<file path="src/common/fcl_params.svh">
`ifndef FCL_PARAMS_SVH
`define FCL_PARAMS_SVH
// Register byte offsets
`define FCL_REG_CTRL     4'h0
`define FCL_REG_STATUS   4'h4
`define FCL_REG_LEDS     4'h8
// Control register fields
`define FCL_CTRL_CFG_VALID   0
`define FCL_CTRL_MODE_SET    1
`define FCL_CTRL_MASTER      2
`define FCL_CTRL_BOOTLOADER  3
`define FCL_CTRL_CFG_ERROR   4
`define FCL_CTRL_SYS_ERROR   5
`define FCL_CTRL_WIDTH       6
`define FCL_CTRL_RESET       6'h00
// Flash timing
`define FCL_FLASH_HALF_MS    250
`define FCL_CLK_MHZ          100
`define FCL_FLASH_HALF_CYC   (`FCL_FLASH_HALF_MS * 1000 * `FCL_CLK_MHZ)
`define FCL_SELFTEST_CYC     16
`define FCL_IRREG_PATTERN    8'hB2
`endif

</file>
<file path="src/common/fcl_pkg.sv">
`default_nettype none
package fcl_pkg;
  typedef enum logic [4:0] {
    ST_RESET  = 5'h01,
    ST_TEST   = 5'h02,
    ST_FAIL   = 5'h04,
    ST_INIT   = 5'h08,
    ST_ACTIVE = 5'h10
  } fcl_state_type;

  typedef struct packed {
    logic ready;
    logic run;
    logic status;
    logic error;
  } fcl_leds_type;

  typedef struct packed {
    logic selftest_done;
    logic selftest_pass;
    logic comm_active;
    logic data_exchange;
    logic token_held;
    logic bus_error;
  } fcl_core_type;
endpackage
`default_nettype wire

</file>
<file path="src/fcl_status_leds.sv">
// Added by the designer: the register offsets and the Avalon-MM interface to the registers.
`include "fcl_params.svh"
`timescale 1ns/1ps
`default_nettype none
module fcl_status_leds #(
  parameter int unsigned FLASH_HALF_CYC = `FCL_FLASH_HALF_CYC,
  parameter int unsigned SELFTEST_CYC   = `FCL_SELFTEST_CYC
) (
  input  wire logic                  clk_sys,
  input  wire logic                  rst_n,
  input  wire logic [3:0]            avs_address,
  input  wire logic                  avs_read,
  input  wire logic                  avs_write,
  input  wire logic [31:0]           avs_writedata,
  input  wire logic [3:0]            avs_byteenable,
  output logic      [31:0]           avs_readdata,
  output logic                       avs_waitrequest,
  input  wire fcl_pkg::fcl_core_type core_in,
  output logic                       led_ready,
  output logic                       led_run,
  output logic                       led_status,
  output logic                       led_error
);

  fcl_pkg::fcl_state_type state_r;
  fcl_pkg::fcl_state_type state_nxt;
  logic [`FCL_CTRL_WIDTH-1:0] ctrl_r;
  logic [31:0] presc_r;
  logic        tick_r;
  logic        sq_r;
  logic [2:0]  patt_idx_r;
  logic [15:0] test_cnt_r;
  logic        ack_r;
  logic [31:0] dark_cnt_r;
  fcl_pkg::fcl_leds_type leds_r;
  fcl_pkg::fcl_leds_type leds_nxt;

  // Avalon slave: one wait cycle, then answer
  wire       acc      = (avs_read | avs_write) & ~ack_r;
  wire       wr_ctrl  = avs_write & ~ack_r & (avs_address == `FCL_REG_CTRL) & avs_byteenable[0];
  wire [7:0] irreg_pat = `FCL_IRREG_PATTERN;
  wire       irreg    = irreg_pat[patt_idx_r];
  wire       cfg_done = ctrl_r[`FCL_CTRL_CFG_VALID] & ctrl_r[`FCL_CTRL_MODE_SET];
  wire       is_master = ctrl_r[`FCL_CTRL_MASTER];
  wire       in_cfg    = (state_r == fcl_pkg::ST_INIT) | (state_r == fcl_pkg::ST_ACTIVE);
  wire [`FCL_CTRL_WIDTH-1:0] wr_ctrl_data = avs_writedata[`FCL_CTRL_WIDTH-1:0];

  function automatic logic [31:0] rd_mux(input logic [3:0] a);
    case (a)
      `FCL_REG_CTRL:   rd_mux = {26'h0, ctrl_r};
      `FCL_REG_STATUS: rd_mux = {27'h0, state_r};
      `FCL_REG_LEDS:   rd_mux = {28'h0, leds_r};
      default:         rd_mux = 32'h0;
    endcase
  endfunction

  always_ff @(posedge clk_sys) begin
    if (!rst_n) begin
      ack_r           <= 1'b0;
      avs_waitrequest <= 1'b1;
      avs_readdata    <= 32'h0;
    end else begin
      ack_r           <= acc;
      avs_waitrequest <= ~acc;
      avs_readdata    <= (acc & avs_read) ? rd_mux(avs_address) : 32'h0;
    end
  end

  // Length of the current dark stretch of ready while functional
  always_ff @(posedge clk_sys) begin
    if (!rst_n)
      dark_cnt_r <= 32'h0;
    else if (led_ready || !in_cfg)
      dark_cnt_r <= 32'h0;
    else
      dark_cnt_r <= dark_cnt_r + 32'h1;
  end

  always_ff @(posedge clk_sys) begin
    if (!rst_n) begin
      ctrl_r <= `FCL_CTRL_RESET;
    end else if (wr_ctrl) begin
      ctrl_r <= avs_writedata[`FCL_CTRL_WIDTH-1:0];
    end
  end

  // Shared prescaler for both flash styles
  always_ff @(posedge clk_sys) begin
    if (!rst_n) begin
      presc_r    <= 32'h0;
      tick_r     <= 1'b0;
      sq_r       <= 1'b0;
      patt_idx_r <= 3'h0;
    end else begin
      tick_r <= (presc_r == FLASH_HALF_CYC - 1);
      presc_r <= (presc_r == FLASH_HALF_CYC - 1) ? 32'h0 : presc_r + 32'h1;
      if (tick_r) begin
        sq_r       <= ~sq_r;
        patt_idx_r <= patt_idx_r + 3'h1;
      end
    end
  end

  always_ff @(posedge clk_sys) begin
    if (!rst_n)
      test_cnt_r <= 16'h0;
    else if (state_r == fcl_pkg::ST_TEST)
      test_cnt_r <= test_cnt_r + 16'h1;
  end

  always_comb begin
    state_nxt = state_r;
    case (state_r)
      fcl_pkg::ST_RESET:  state_nxt = fcl_pkg::ST_TEST;
      fcl_pkg::ST_TEST: begin
        if (core_in.selftest_done && test_cnt_r >= SELFTEST_CYC[15:0])
          state_nxt = core_in.selftest_pass ? fcl_pkg::ST_INIT : fcl_pkg::ST_FAIL;
      end
      fcl_pkg::ST_FAIL:   state_nxt = fcl_pkg::ST_FAIL;
      fcl_pkg::ST_INIT:   if (cfg_done) state_nxt = fcl_pkg::ST_ACTIVE;
      fcl_pkg::ST_ACTIVE: if (!cfg_done) state_nxt = fcl_pkg::ST_INIT;
      default:            state_nxt = fcl_pkg::ST_RESET;
    endcase
  end

  always_ff @(posedge clk_sys) begin
    if (!rst_n)
      state_r <= fcl_pkg::ST_RESET;
    else
      state_r <= state_nxt;
  end

  always_comb begin
    leds_nxt = '0;
    case (state_r)
      fcl_pkg::ST_FAIL: leds_nxt.ready = sq_r;
      fcl_pkg::ST_INIT, fcl_pkg::ST_ACTIVE: begin
        if (ctrl_r[`FCL_CTRL_SYS_ERROR])
          leds_nxt.ready = irreg;
        else if (ctrl_r[`FCL_CTRL_BOOTLOADER])
          leds_nxt.ready = sq_r;
        else
          leds_nxt.ready = 1'b1;
        if (state_r == fcl_pkg::ST_ACTIVE) begin
          if (ctrl_r[`FCL_CTRL_CFG_ERROR])
            leds_nxt.run = irreg;
          else if (core_in.comm_active)
            leds_nxt.run = 1'b1;
          else
            leds_nxt.run = sq_r;
          leds_nxt.status = is_master ? core_in.token_held
                                      : core_in.data_exchange;
        end else begin
          leds_nxt.run = ctrl_r[`FCL_CTRL_CFG_ERROR] ? irreg : 1'b0;
        end
        leds_nxt.error = core_in.bus_error;
      end
      default: leds_nxt = '0;
    endcase
  end

  always_ff @(posedge clk_sys) begin
    if (!rst_n)
      leds_r <= '0;
    else
      leds_r <= leds_nxt;
  end

  assign led_ready  = leds_r.ready;
  assign led_run    = leds_r.run;
  assign led_status = leds_r.status;
  assign led_error  = leds_r.error;

  AST_RUN_OFF_INIT: assert property (@(posedge clk_sys) disable iff (!rst_n)
    state_r == fcl_pkg::ST_INIT && !ctrl_r[`FCL_CTRL_CFG_ERROR] |=> !led_run)
    else $error("run lit during init");
  AST_READY_ON: assert property (@(posedge clk_sys) disable iff (!rst_n)
    state_r == fcl_pkg::ST_ACTIVE && ctrl_r[5:3] == 3'h0 |=> led_ready)
    else $error("ready not on");
  AST_FAIL_STICKY: assert property (@(posedge clk_sys) disable iff (!rst_n)
    state_r == fcl_pkg::ST_FAIL |=> state_r == fcl_pkg::ST_FAIL && !led_run)
    else $error("left fail state");
  AST_RUN_COMM: assert property (@(posedge clk_sys) disable iff (!rst_n)
    state_r == fcl_pkg::ST_ACTIVE && !ctrl_r[`FCL_CTRL_CFG_ERROR] && core_in.comm_active
    |=> led_run)
    else $error("run not lit with comm");
  AST_ERROR_LED: assert property (@(posedge clk_sys) disable iff (!rst_n)
    (state_r == fcl_pkg::ST_ACTIVE) |=> led_error == $past(core_in.bus_error))
    else $error("error led mismatch");
  AST_STATUS_SLAVE: assert property (@(posedge clk_sys) disable iff (!rst_n)
    state_r == fcl_pkg::ST_ACTIVE && !is_master |=> led_status == $past(core_in.data_exchange))
    else $error("slave status mismatch");
  AST_STATUS_MASTER: assert property (@(posedge clk_sys) disable iff (!rst_n)
    state_r == fcl_pkg::ST_ACTIVE && is_master |=> led_status == $past(core_in.token_held))
    else $error("master status mismatch");
  AST_SQUARE: assert property (@(posedge clk_sys) disable iff (!rst_n)
    tick_r |=> sq_r != $past(sq_r))
    else $error("square wave not toggled");
  AST_ACTIVE_CFG: assert property (@(posedge clk_sys) disable iff (!rst_n)
    state_r == fcl_pkg::ST_INIT && $rose(state_nxt == fcl_pkg::ST_ACTIVE) |-> cfg_done)
    else $error("active without config");
  AST_RESET_DARK: assert property (@(posedge clk_sys) !rst_n |=> !led_run && !led_ready)
    else $error("leds lit after reset");

  // Bus handshake checks
  AST_WAIT_ONE: assert property (@(posedge clk_sys) disable iff (!rst_n)
    (avs_read || avs_write) && avs_waitrequest |=> !avs_waitrequest)
    else $error("no answer after one wait cycle");

  AST_WAIT_PULSE: assert property (@(posedge clk_sys) disable iff (!rst_n)
    !avs_waitrequest |=> avs_waitrequest)
    else $error("waitrequest low for more than one cycle");

  AST_RDATA_IDLE: assert property (@(posedge clk_sys) disable iff (!rst_n)
    avs_waitrequest |-> avs_readdata == 32'h0)
    else $error("read data outside answer cycle");

  AST_CTRL_WR: assert property (@(posedge clk_sys) disable iff (!rst_n)
    avs_write && avs_waitrequest && avs_address == `FCL_REG_CTRL && avs_byteenable[0]
    |=> ctrl_r == $past(wr_ctrl_data))
    else $error("control write lost");

  AST_CTRL_RO: assert property (@(posedge clk_sys) disable iff (!rst_n)
    avs_write && avs_address != `FCL_REG_CTRL |=> $stable(ctrl_r))
    else $error("control changed by other address");

  // Indicator, state and prescaler checks
  AST_RUN_CFG_ERR: assert property (@(posedge clk_sys) disable iff (!rst_n)
    state_r == fcl_pkg::ST_ACTIVE && ctrl_r[`FCL_CTRL_CFG_ERROR] |=> led_run == $past(irreg))
    else $error("run not irregular on config error");

  AST_RUN_INIT_ERR: assert property (@(posedge clk_sys) disable iff (!rst_n)
    state_r == fcl_pkg::ST_INIT && ctrl_r[`FCL_CTRL_CFG_ERROR] |=> led_run == $past(irreg))
    else $error("run not irregular on missing config");

  AST_RUN_IDLE: assert property (@(posedge clk_sys) disable iff (!rst_n)
    state_r == fcl_pkg::ST_ACTIVE && !ctrl_r[`FCL_CTRL_CFG_ERROR] && !core_in.comm_active
    |=> led_run == $past(sq_r))
    else $error("run not regular while idle");

  AST_READY_BOOT: assert property (@(posedge clk_sys) disable iff (!rst_n)
    in_cfg && !ctrl_r[`FCL_CTRL_SYS_ERROR] && ctrl_r[`FCL_CTRL_BOOTLOADER]
    |=> led_ready == $past(sq_r))
    else $error("ready not regular in bootloader");

  AST_READY_SYSERR: assert property (@(posedge clk_sys) disable iff (!rst_n)
    in_cfg && ctrl_r[`FCL_CTRL_SYS_ERROR] |=> led_ready == $past(irreg))
    else $error("ready not irregular on system error");

  AST_READY_INIT: assert property (@(posedge clk_sys) disable iff (!rst_n)
    state_r == fcl_pkg::ST_INIT && ctrl_r[5:3] == 3'h0 |=> led_ready)
    else $error("ready not on during init");

  AST_FAIL_FLASH: assert property (@(posedge clk_sys) disable iff (!rst_n)
    state_r == fcl_pkg::ST_FAIL |=> led_ready == $past(sq_r))
    else $error("ready not flashing after failed test");

  AST_RUN_EARLY: assert property (@(posedge clk_sys) disable iff (!rst_n)
    !in_cfg |=> !led_run && !led_status)
    else $error("run or status lit before init");

  AST_STATUS_INIT: assert property (@(posedge clk_sys) disable iff (!rst_n)
    state_r == fcl_pkg::ST_INIT |=> !led_status)
    else $error("status lit while not configured");

  AST_ERR_INIT: assert property (@(posedge clk_sys) disable iff (!rst_n)
    state_r == fcl_pkg::ST_INIT |=> led_error == $past(core_in.bus_error))
    else $error("error led mismatch in init");

  AST_TEST_MIN: assert property (@(posedge clk_sys) disable iff (!rst_n)
    state_r == fcl_pkg::ST_TEST && test_cnt_r < SELFTEST_CYC |=> state_r == fcl_pkg::ST_TEST)
    else $error("self-test ended early");

  AST_TEST_DARK: assert property (@(posedge clk_sys) disable iff (!rst_n)
    state_r == fcl_pkg::ST_TEST |=> !led_ready && !led_run && !led_error)
    else $error("indicator lit during self-test");

  AST_ONE_HOT: assert property (@(posedge clk_sys) disable iff (!rst_n)
    $onehot(state_r))
    else $error("state not one-hot");

  AST_PRESC_RANGE: assert property (@(posedge clk_sys) disable iff (!rst_n)
    presc_r < FLASH_HALF_CYC)
    else $error("prescaler out of range");

  // Longest legal dark stretch is two irregular steps plus one partial step
  AST_READY_NOT_DARK: assert property (@(posedge clk_sys) disable iff (!rst_n)
    dark_cnt_r <= 32'(3 * FLASH_HALF_CYC))
    else $error("ready dark too long while functional");

endmodule // fcl_status_leds
`default_nettype wire

</file>
<file path="config.mk">
export PLATFORM = sky130hd
export DESIGN_NAME = fcl_status_leds
export DESIGN_NICKNAME = d
export VERILOG_FILES = /design/src/common/fcl_pkg.sv /design/src/fcl_status_leds.sv
export VERILOG_INCLUDE_DIRS = /design/src /design/src/common
export SDC_FILE = /design/constraint.sdc
export NUM_CORES = 1
export LEC_CHECK = 0
export BUFFER_PORTS_ARGS = -buffer_cell sky130_fd_sc_hd__buf_2
export CELL_PAD_IN_SITES_DETAIL_PLACEMENT = 0
export CELL_PAD_IN_SITES_GLOBAL_PLACEMENT = 1
export CORE_MARGIN = 10
export CORE_UTILIZATION = 40
export DETAILED_ROUTE_END_ITERATION = 7
export PLACE_DENSITY_LB_ADDON = 0.08
export SLEW_MARGIN = 20
export SYNTH_ARGS = -nofsm -noshare
export SYNTH_HDL_FRONTEND = slang
export SYNTH_SLANG_ARGS = --single-unit
export TNS_END_PERCENT = 20
</file>
<file path="constraint.sdc">
create_clock -name clk_sys -period 2.45 [get_ports clk_sys]
set_input_delay 0.1225 -clock clk_sys [delete_from_list [all_inputs] [get_ports clk_sys]]
set_output_delay 0.1225 -clock clk_sys [all_outputs]
set_load 0.01 [all_outputs]
</file>
Word level (Yosys, flattened, before mapping)

Memories as Yosys holds them, arrays and structs flattened. A register that Yosys moved wholly into a read port is not among the register bits.
Cells that the tools add are included.

Register bits: 102
Logic and storage cells: 67
Input port bits: 50
Memories kept: 1
Output and inout port bits: 37
Memory bits (read-only): 8

Memory list:

| memory           | words | width | read ports | clocked after Yosys merged registers in | wr ports | RTL line              | RTL |
|---|---|---|---|---|---|---|---|
| (name not given) | 8     | 1     | 1          | 1                                       | 0        | fcl_status_leds.sv:42 | `wire irreg = irreg_pat[patt_idx_r];` |

Magnitude comparators: 2
Mux-type cells: 17
Reductions and logical operators: 8
Equal/unequal tests: 11
$add $sub $neg: 3
Bitwise gates (word level): 11

Operator list:

| operator              | number |
|---|---|
| $add 32x1->32 const B | 1 |
| $eq 32x25->1 const B  | 1 |
| $pmux 5 s5            | 1 |
| $pmux 6 s3            | 1 |
| $add 16x1->16 const B | 1 |
| $ge 16x5->1 const B   | 1 |
| $mux 5                | 3 |
| $mux 1                | 8 |
| $and 1x1->1           | 6 |
| $mux 3                | 2 |
| $reduce_and 3->1      | 2 |
| $eq 5x1->1 const B    | 1 |
| $eq 5x2->1 const B    | 1 |
| $eq 5x3->1 const B    | 1 |
| $eq 5x4->1 const B    | 1 |
| $eq 5x5->1 const B    | 1 |
| $eq 4x3->1 const B    | 1 |
| $eq 4x4->1 const B    | 1 |
| $logic_not 4->1       | 1 |
| $lt 3x4->1 const B    | 1 |
| $mux 4                | 1 |
| $ne 2x2->1 const B    | 2 |
| $not 1->1             | 4 |
| $reduce_and 2->1      | 2 |
| other kinds (6)       | 7 |

Depth between registers and ports, before layout

Depth in word-level cells: 4
Mapped depth: 6

Worst setup path before layout

No wires, ideal clock.

Path kind: register -> register
Start: register presc_r[12]
End: register presc_r[24]
Clock period less this slack: 1.934 ns
Buffers on the path: 1
Cell stages (with the launch flop): 6
Slack: 0.516 ns
Data required time: 2.384 ns
Arrival time: 1.868 ns
Path through: dfxtp_1 > nand4_4 > or4_1 > buf_2 > or4_4 > a21oi_2

Word-level cells in the longest chain between the ends: 2
Elaborated cells on any way between the ends: 3
Classes of those cells: add/sub (1); eq/ne (1); reduce/logical (1)

RTL lines:

| what                                                  | RTL line              | RTL |
|---|---|---|
| from (decl)                                           | fcl_status_leds.sv:28 | `logic [31:0] presc_r;` |
| from (signal assigned)                                | fcl_status_leds.sv:96 | `presc_r <= (presc_r == FLASH_HALF_CYC - 1) ? 32'h0 : presc_r + 32'h1;` |
| branches (longest 2 deep; another with $add 32x1->32) | n/a                   |  |

Parallel ways; which one is timed is not known.
A chain may end at the register's enable or synchronous reset.

Worst setup path after layout

Start: register presc_r[12]
End: register presc_r[22]

Same word-level chain as after synthesis.

==> summary.txt <==
Run status
  • Status: complete, no violations

Drt
  • Via count: 3,139
  • Final wirelength: 8.90 mm
  • DR vias/cell: 5.08
  • Iter 0 DRT Violations: 187
  • WL/cell: 14.4 um
  • # DRC: 0
  • ANT nets after route: 0
  • First-pass DRT Iterations: 4

Worst setup path
  • CP Max Fanout: 13
  • Crit. Startpoint: presc_r[12]
  • Max stage delay cell, worst path: or4_1
  • Crit. End Element: flop
  • Critical path class: flop to flop
  • Crit-path max cell delay: 0.75 ns
  • Crit-path cells: nand4_4 -> or4_1 -> or4_1 -> a21oi_1
  • Critical Path AT: 2.46 ns
  • RR Startpoint: presc_r[12]
  • WP data required: 2.74 ns
  • R2r worst-path depth: 4
  • WP buf/inv: 0
  • Critical path's top delay family: simple AND/OR/NAND/NOR gates
  • WP depth: 4
  • Critical Path Most Common Cell: or4_1
  • Crit start category: flop

Clock network
  • Clk slew on worst S/H paths: 0.09 ns
  • Worst-Skew Late Latency: 0.35 ns
  • Clk root buf: clkbuf_8
  • Sink Count: 77
  • Num CTS Buffers: 9
  • TritonCTS clock tree: done
  • CTS Buffer Depth: 2
  • H-tree levels: 3

Finish
  • Fraction of layout cells with a size suffix above 1: 15.3%
  • Design area: 4340 um2
  • Fillers: 983
  • Syn-to-layout area delta: 12.0%
  • Util after Layout: 46.5%
  • Nets@finish: 538
  • ANT cells: 0

Global routing
  • GR Util met3: 3.14%
  • Largest net degree at the start of global routing: 24
  • Tot GR Track Use: 12.5%
  • Met2 Use GR: 20.6%
  • Top Usage Layer GRT: met2
  • Vias in the first global route: 3,089
  • Met1 Use GR: 15.5%
  • Global route overflow: 0
  • Global-route wire length before repair: 15.0 mm
  • Initial antenna violation count: 0

STA
  • Min Tclk post-route: 2.17 ns
  • Slew @ Worst Pin: 0.623 ns
  • Clock Skews: 0.00954 ns
  • Fin Setup TNS: 0 ns
  • Fin. Hold Viols: 0
  • Max Slew Vio Count: 0
  • Fmax: 460 MHz
  • Final setup vio count: 0
  • Tcrit/Tclk final: 88.7%
  • Relative slew slack: 58.2%
  • RSZ-0062 raised after global routing: false
  • Final Hold Slack: 0.0107 ns

Placed design
  • Placer congestion estimate: 0.830
  • Placed cell area: 4080 um2
  • Port Buffers: 31
  • Post-DP HPWL: 6.34 mm

Floorplan
  • # IOs: 87
  • Die Wd: 118 um
  • Row count: 35
  • Die area: 14,000 um2
  • DIE HEIGHT: 118 um
  • Initial Utilization: 41.5%
  • Core Region: 9330 um2

Hold path
  • Min-delay worst type: input pin to flop
  • Min-delay src: avs_writedata[4]
  • WHS Path Cells: 3

Synth
  • EDFF count, synth: 0
  • Synth Register Bits: 77
  • Share of flip-flops with an asynchronous set or reset: 0%
  • Mean cell area of the mapped netlist: 8.61 um2
  • Seq/Total Area, Yosys: 39.8%
  • Top FF cell, synth: dfxtp_1
  • Syn Std Cell Area: 3870 um2
  • Post-synth top area cell: dfxtp_1
  • Synth warn: 0
  • Yosys top cell area share: 39.8%
  • Ranking of synthesized cells by area: dfxtp_1, buf_4, nor2_1
  • Cell variety after synth: 51
  • Synth Instances: 450

Pwr
  • LEAKAGE: 0.00155 uW
  • Pwr Density: 566 nW/um2
  • VDD IR-drop max: 0.000275 V

Job
  • Max-Cap Viols: 0
worst min-delay path, cell delays in order:
cell and delay (ns):
buf_2 0.07, mux2i_1 0.06, nor2_1 0.07
repair_timing:
action | in CTS | in global routing
endpoints found under the hold margin | 6 | 0
buffers inserted | 0 | 0
gates resized for setup | 0 | 0
hold buffers | 6 | 0
final timing paths:
| path | to | slack [ns] |
|---|---|---|
| hold reg to reg | presc_r[0] | 0.46 |
| setup / recovery | presc_r[22] | 0.28 |
| hold / removal | ctrl_r[4] | 0.01 |
| setup reg to reg | presc_r[22] | 0.28 |
state kept, by name, indices dropped and copies added, names as in the netlist:
register	cells
led_run	1
presc_r	32
tick_r	1
avs_readdata	6
ctrl_r	6
led_status	1
led_ready	1
sq_r	1
led_error	1
test_cnt_r	16
ack_r	1
state_r	5
avs_waitrequest	1
patt_idx_r	3
irreg	1
synthesized netlist by cell type, types with 3 or more instances:
master    number
dfxtp_1       77
nor2_1        46
a21oi_1       31
buf_4         26
nand2_1       22
clkbuf_1      18
nand3_1       17
nor4_1        16
o21ai_0       16
inv_1         15
mux2i_1       14
o31ai_1       14
or4_1         14
xnor2_1       14
or3_1         13
nand4_1       11
xor2_1         8
and3_1         7
nand2b_1       6
nor3_1         6
and2_1         5
and4_1         5
a21oi_2        4
ha_1           4
or4_4          4
buf_1          3
buf_2          3
nand4b_1       3
final cells by class:
class                      count  area, um2  area share, %
multi-input combinational    332       2080           47.8
sequential                    77       1540           35.5
timing repair buffer          49        305           7.03
tap                          129        161           3.72
clock buffer                  11        141           3.26
clock inverter                 5       58.8           1.35
inverter                      15       56.3           1.30
per-layer routing:
metal	routed length (um)	up-vias
met4	163	0
met1	4130	1443
met3	348	12
met2	4270	57
li1	-	1627
met5	0	-
power by group:
| part | total, uW | switching [uW] | internal, uW |
|---|---|---|---|
| Sequential | 1290 | 24.3 | 1270 |
| Clock | 991 | 490 | 501 |
| Combinational | 174 | 99.2 | 74.6 |
| Total | 2460 | 613 | 1840 |
cells in the final DEF (no fill, tap or decap), drive strengths merged, types with 2 or more instances in the layout:
cell type	Yosys	final
dfxtp	77	77
nor2	46	46
buf	32	43
a21oi	35	35
conb	1	26
nand2	22	22
or4	18	18
nand3	17	17
o21ai	16	16
nor4	16	16
inv	15	16
xnor2	14	14
mux2i	14	14
o31ai	14	14
or3	13	13
nand4	13	13
clkbuf	19	11
xor2	8	8
and3	7	7
nor3	7	7
nand2b	6	6
dlygate4sd3	0	6
and2	5	5
and4	5	5
ha	4	4
nand4b	3	3
mux2	2	2
a2bb2oi	2	2
nor3b	2	2
nor2b	2	2
clkinvlp	0	2
nor4b	2	2
o41ai	2	2
metrics by stage:
stage,total power [uW],worst slack (ns),std cells
floorplan,1470,0.516,475
global placement,1490,0.345,596
detailed placement,1490,0.322,596
CTS,2500,0.284,618
global route,2570,0.0774,618
finish,2460,0.276,618
kinds of logic after synthesis:
| logic type | synth area share [%] |
|---|---|
| AOI/OAI and AO/OA | 12.7 |
| and+or+nand+nor | 27.6 |
| buffers and inverters | 9.04 |
| adders and majority gates | 1.55 |
| xor gates and xnor gates | 4.97 |
| DFF | 39.8 |
| other | 0.0968 |
| muxes | 4.20 |
(Power assumes the default switching activity.)
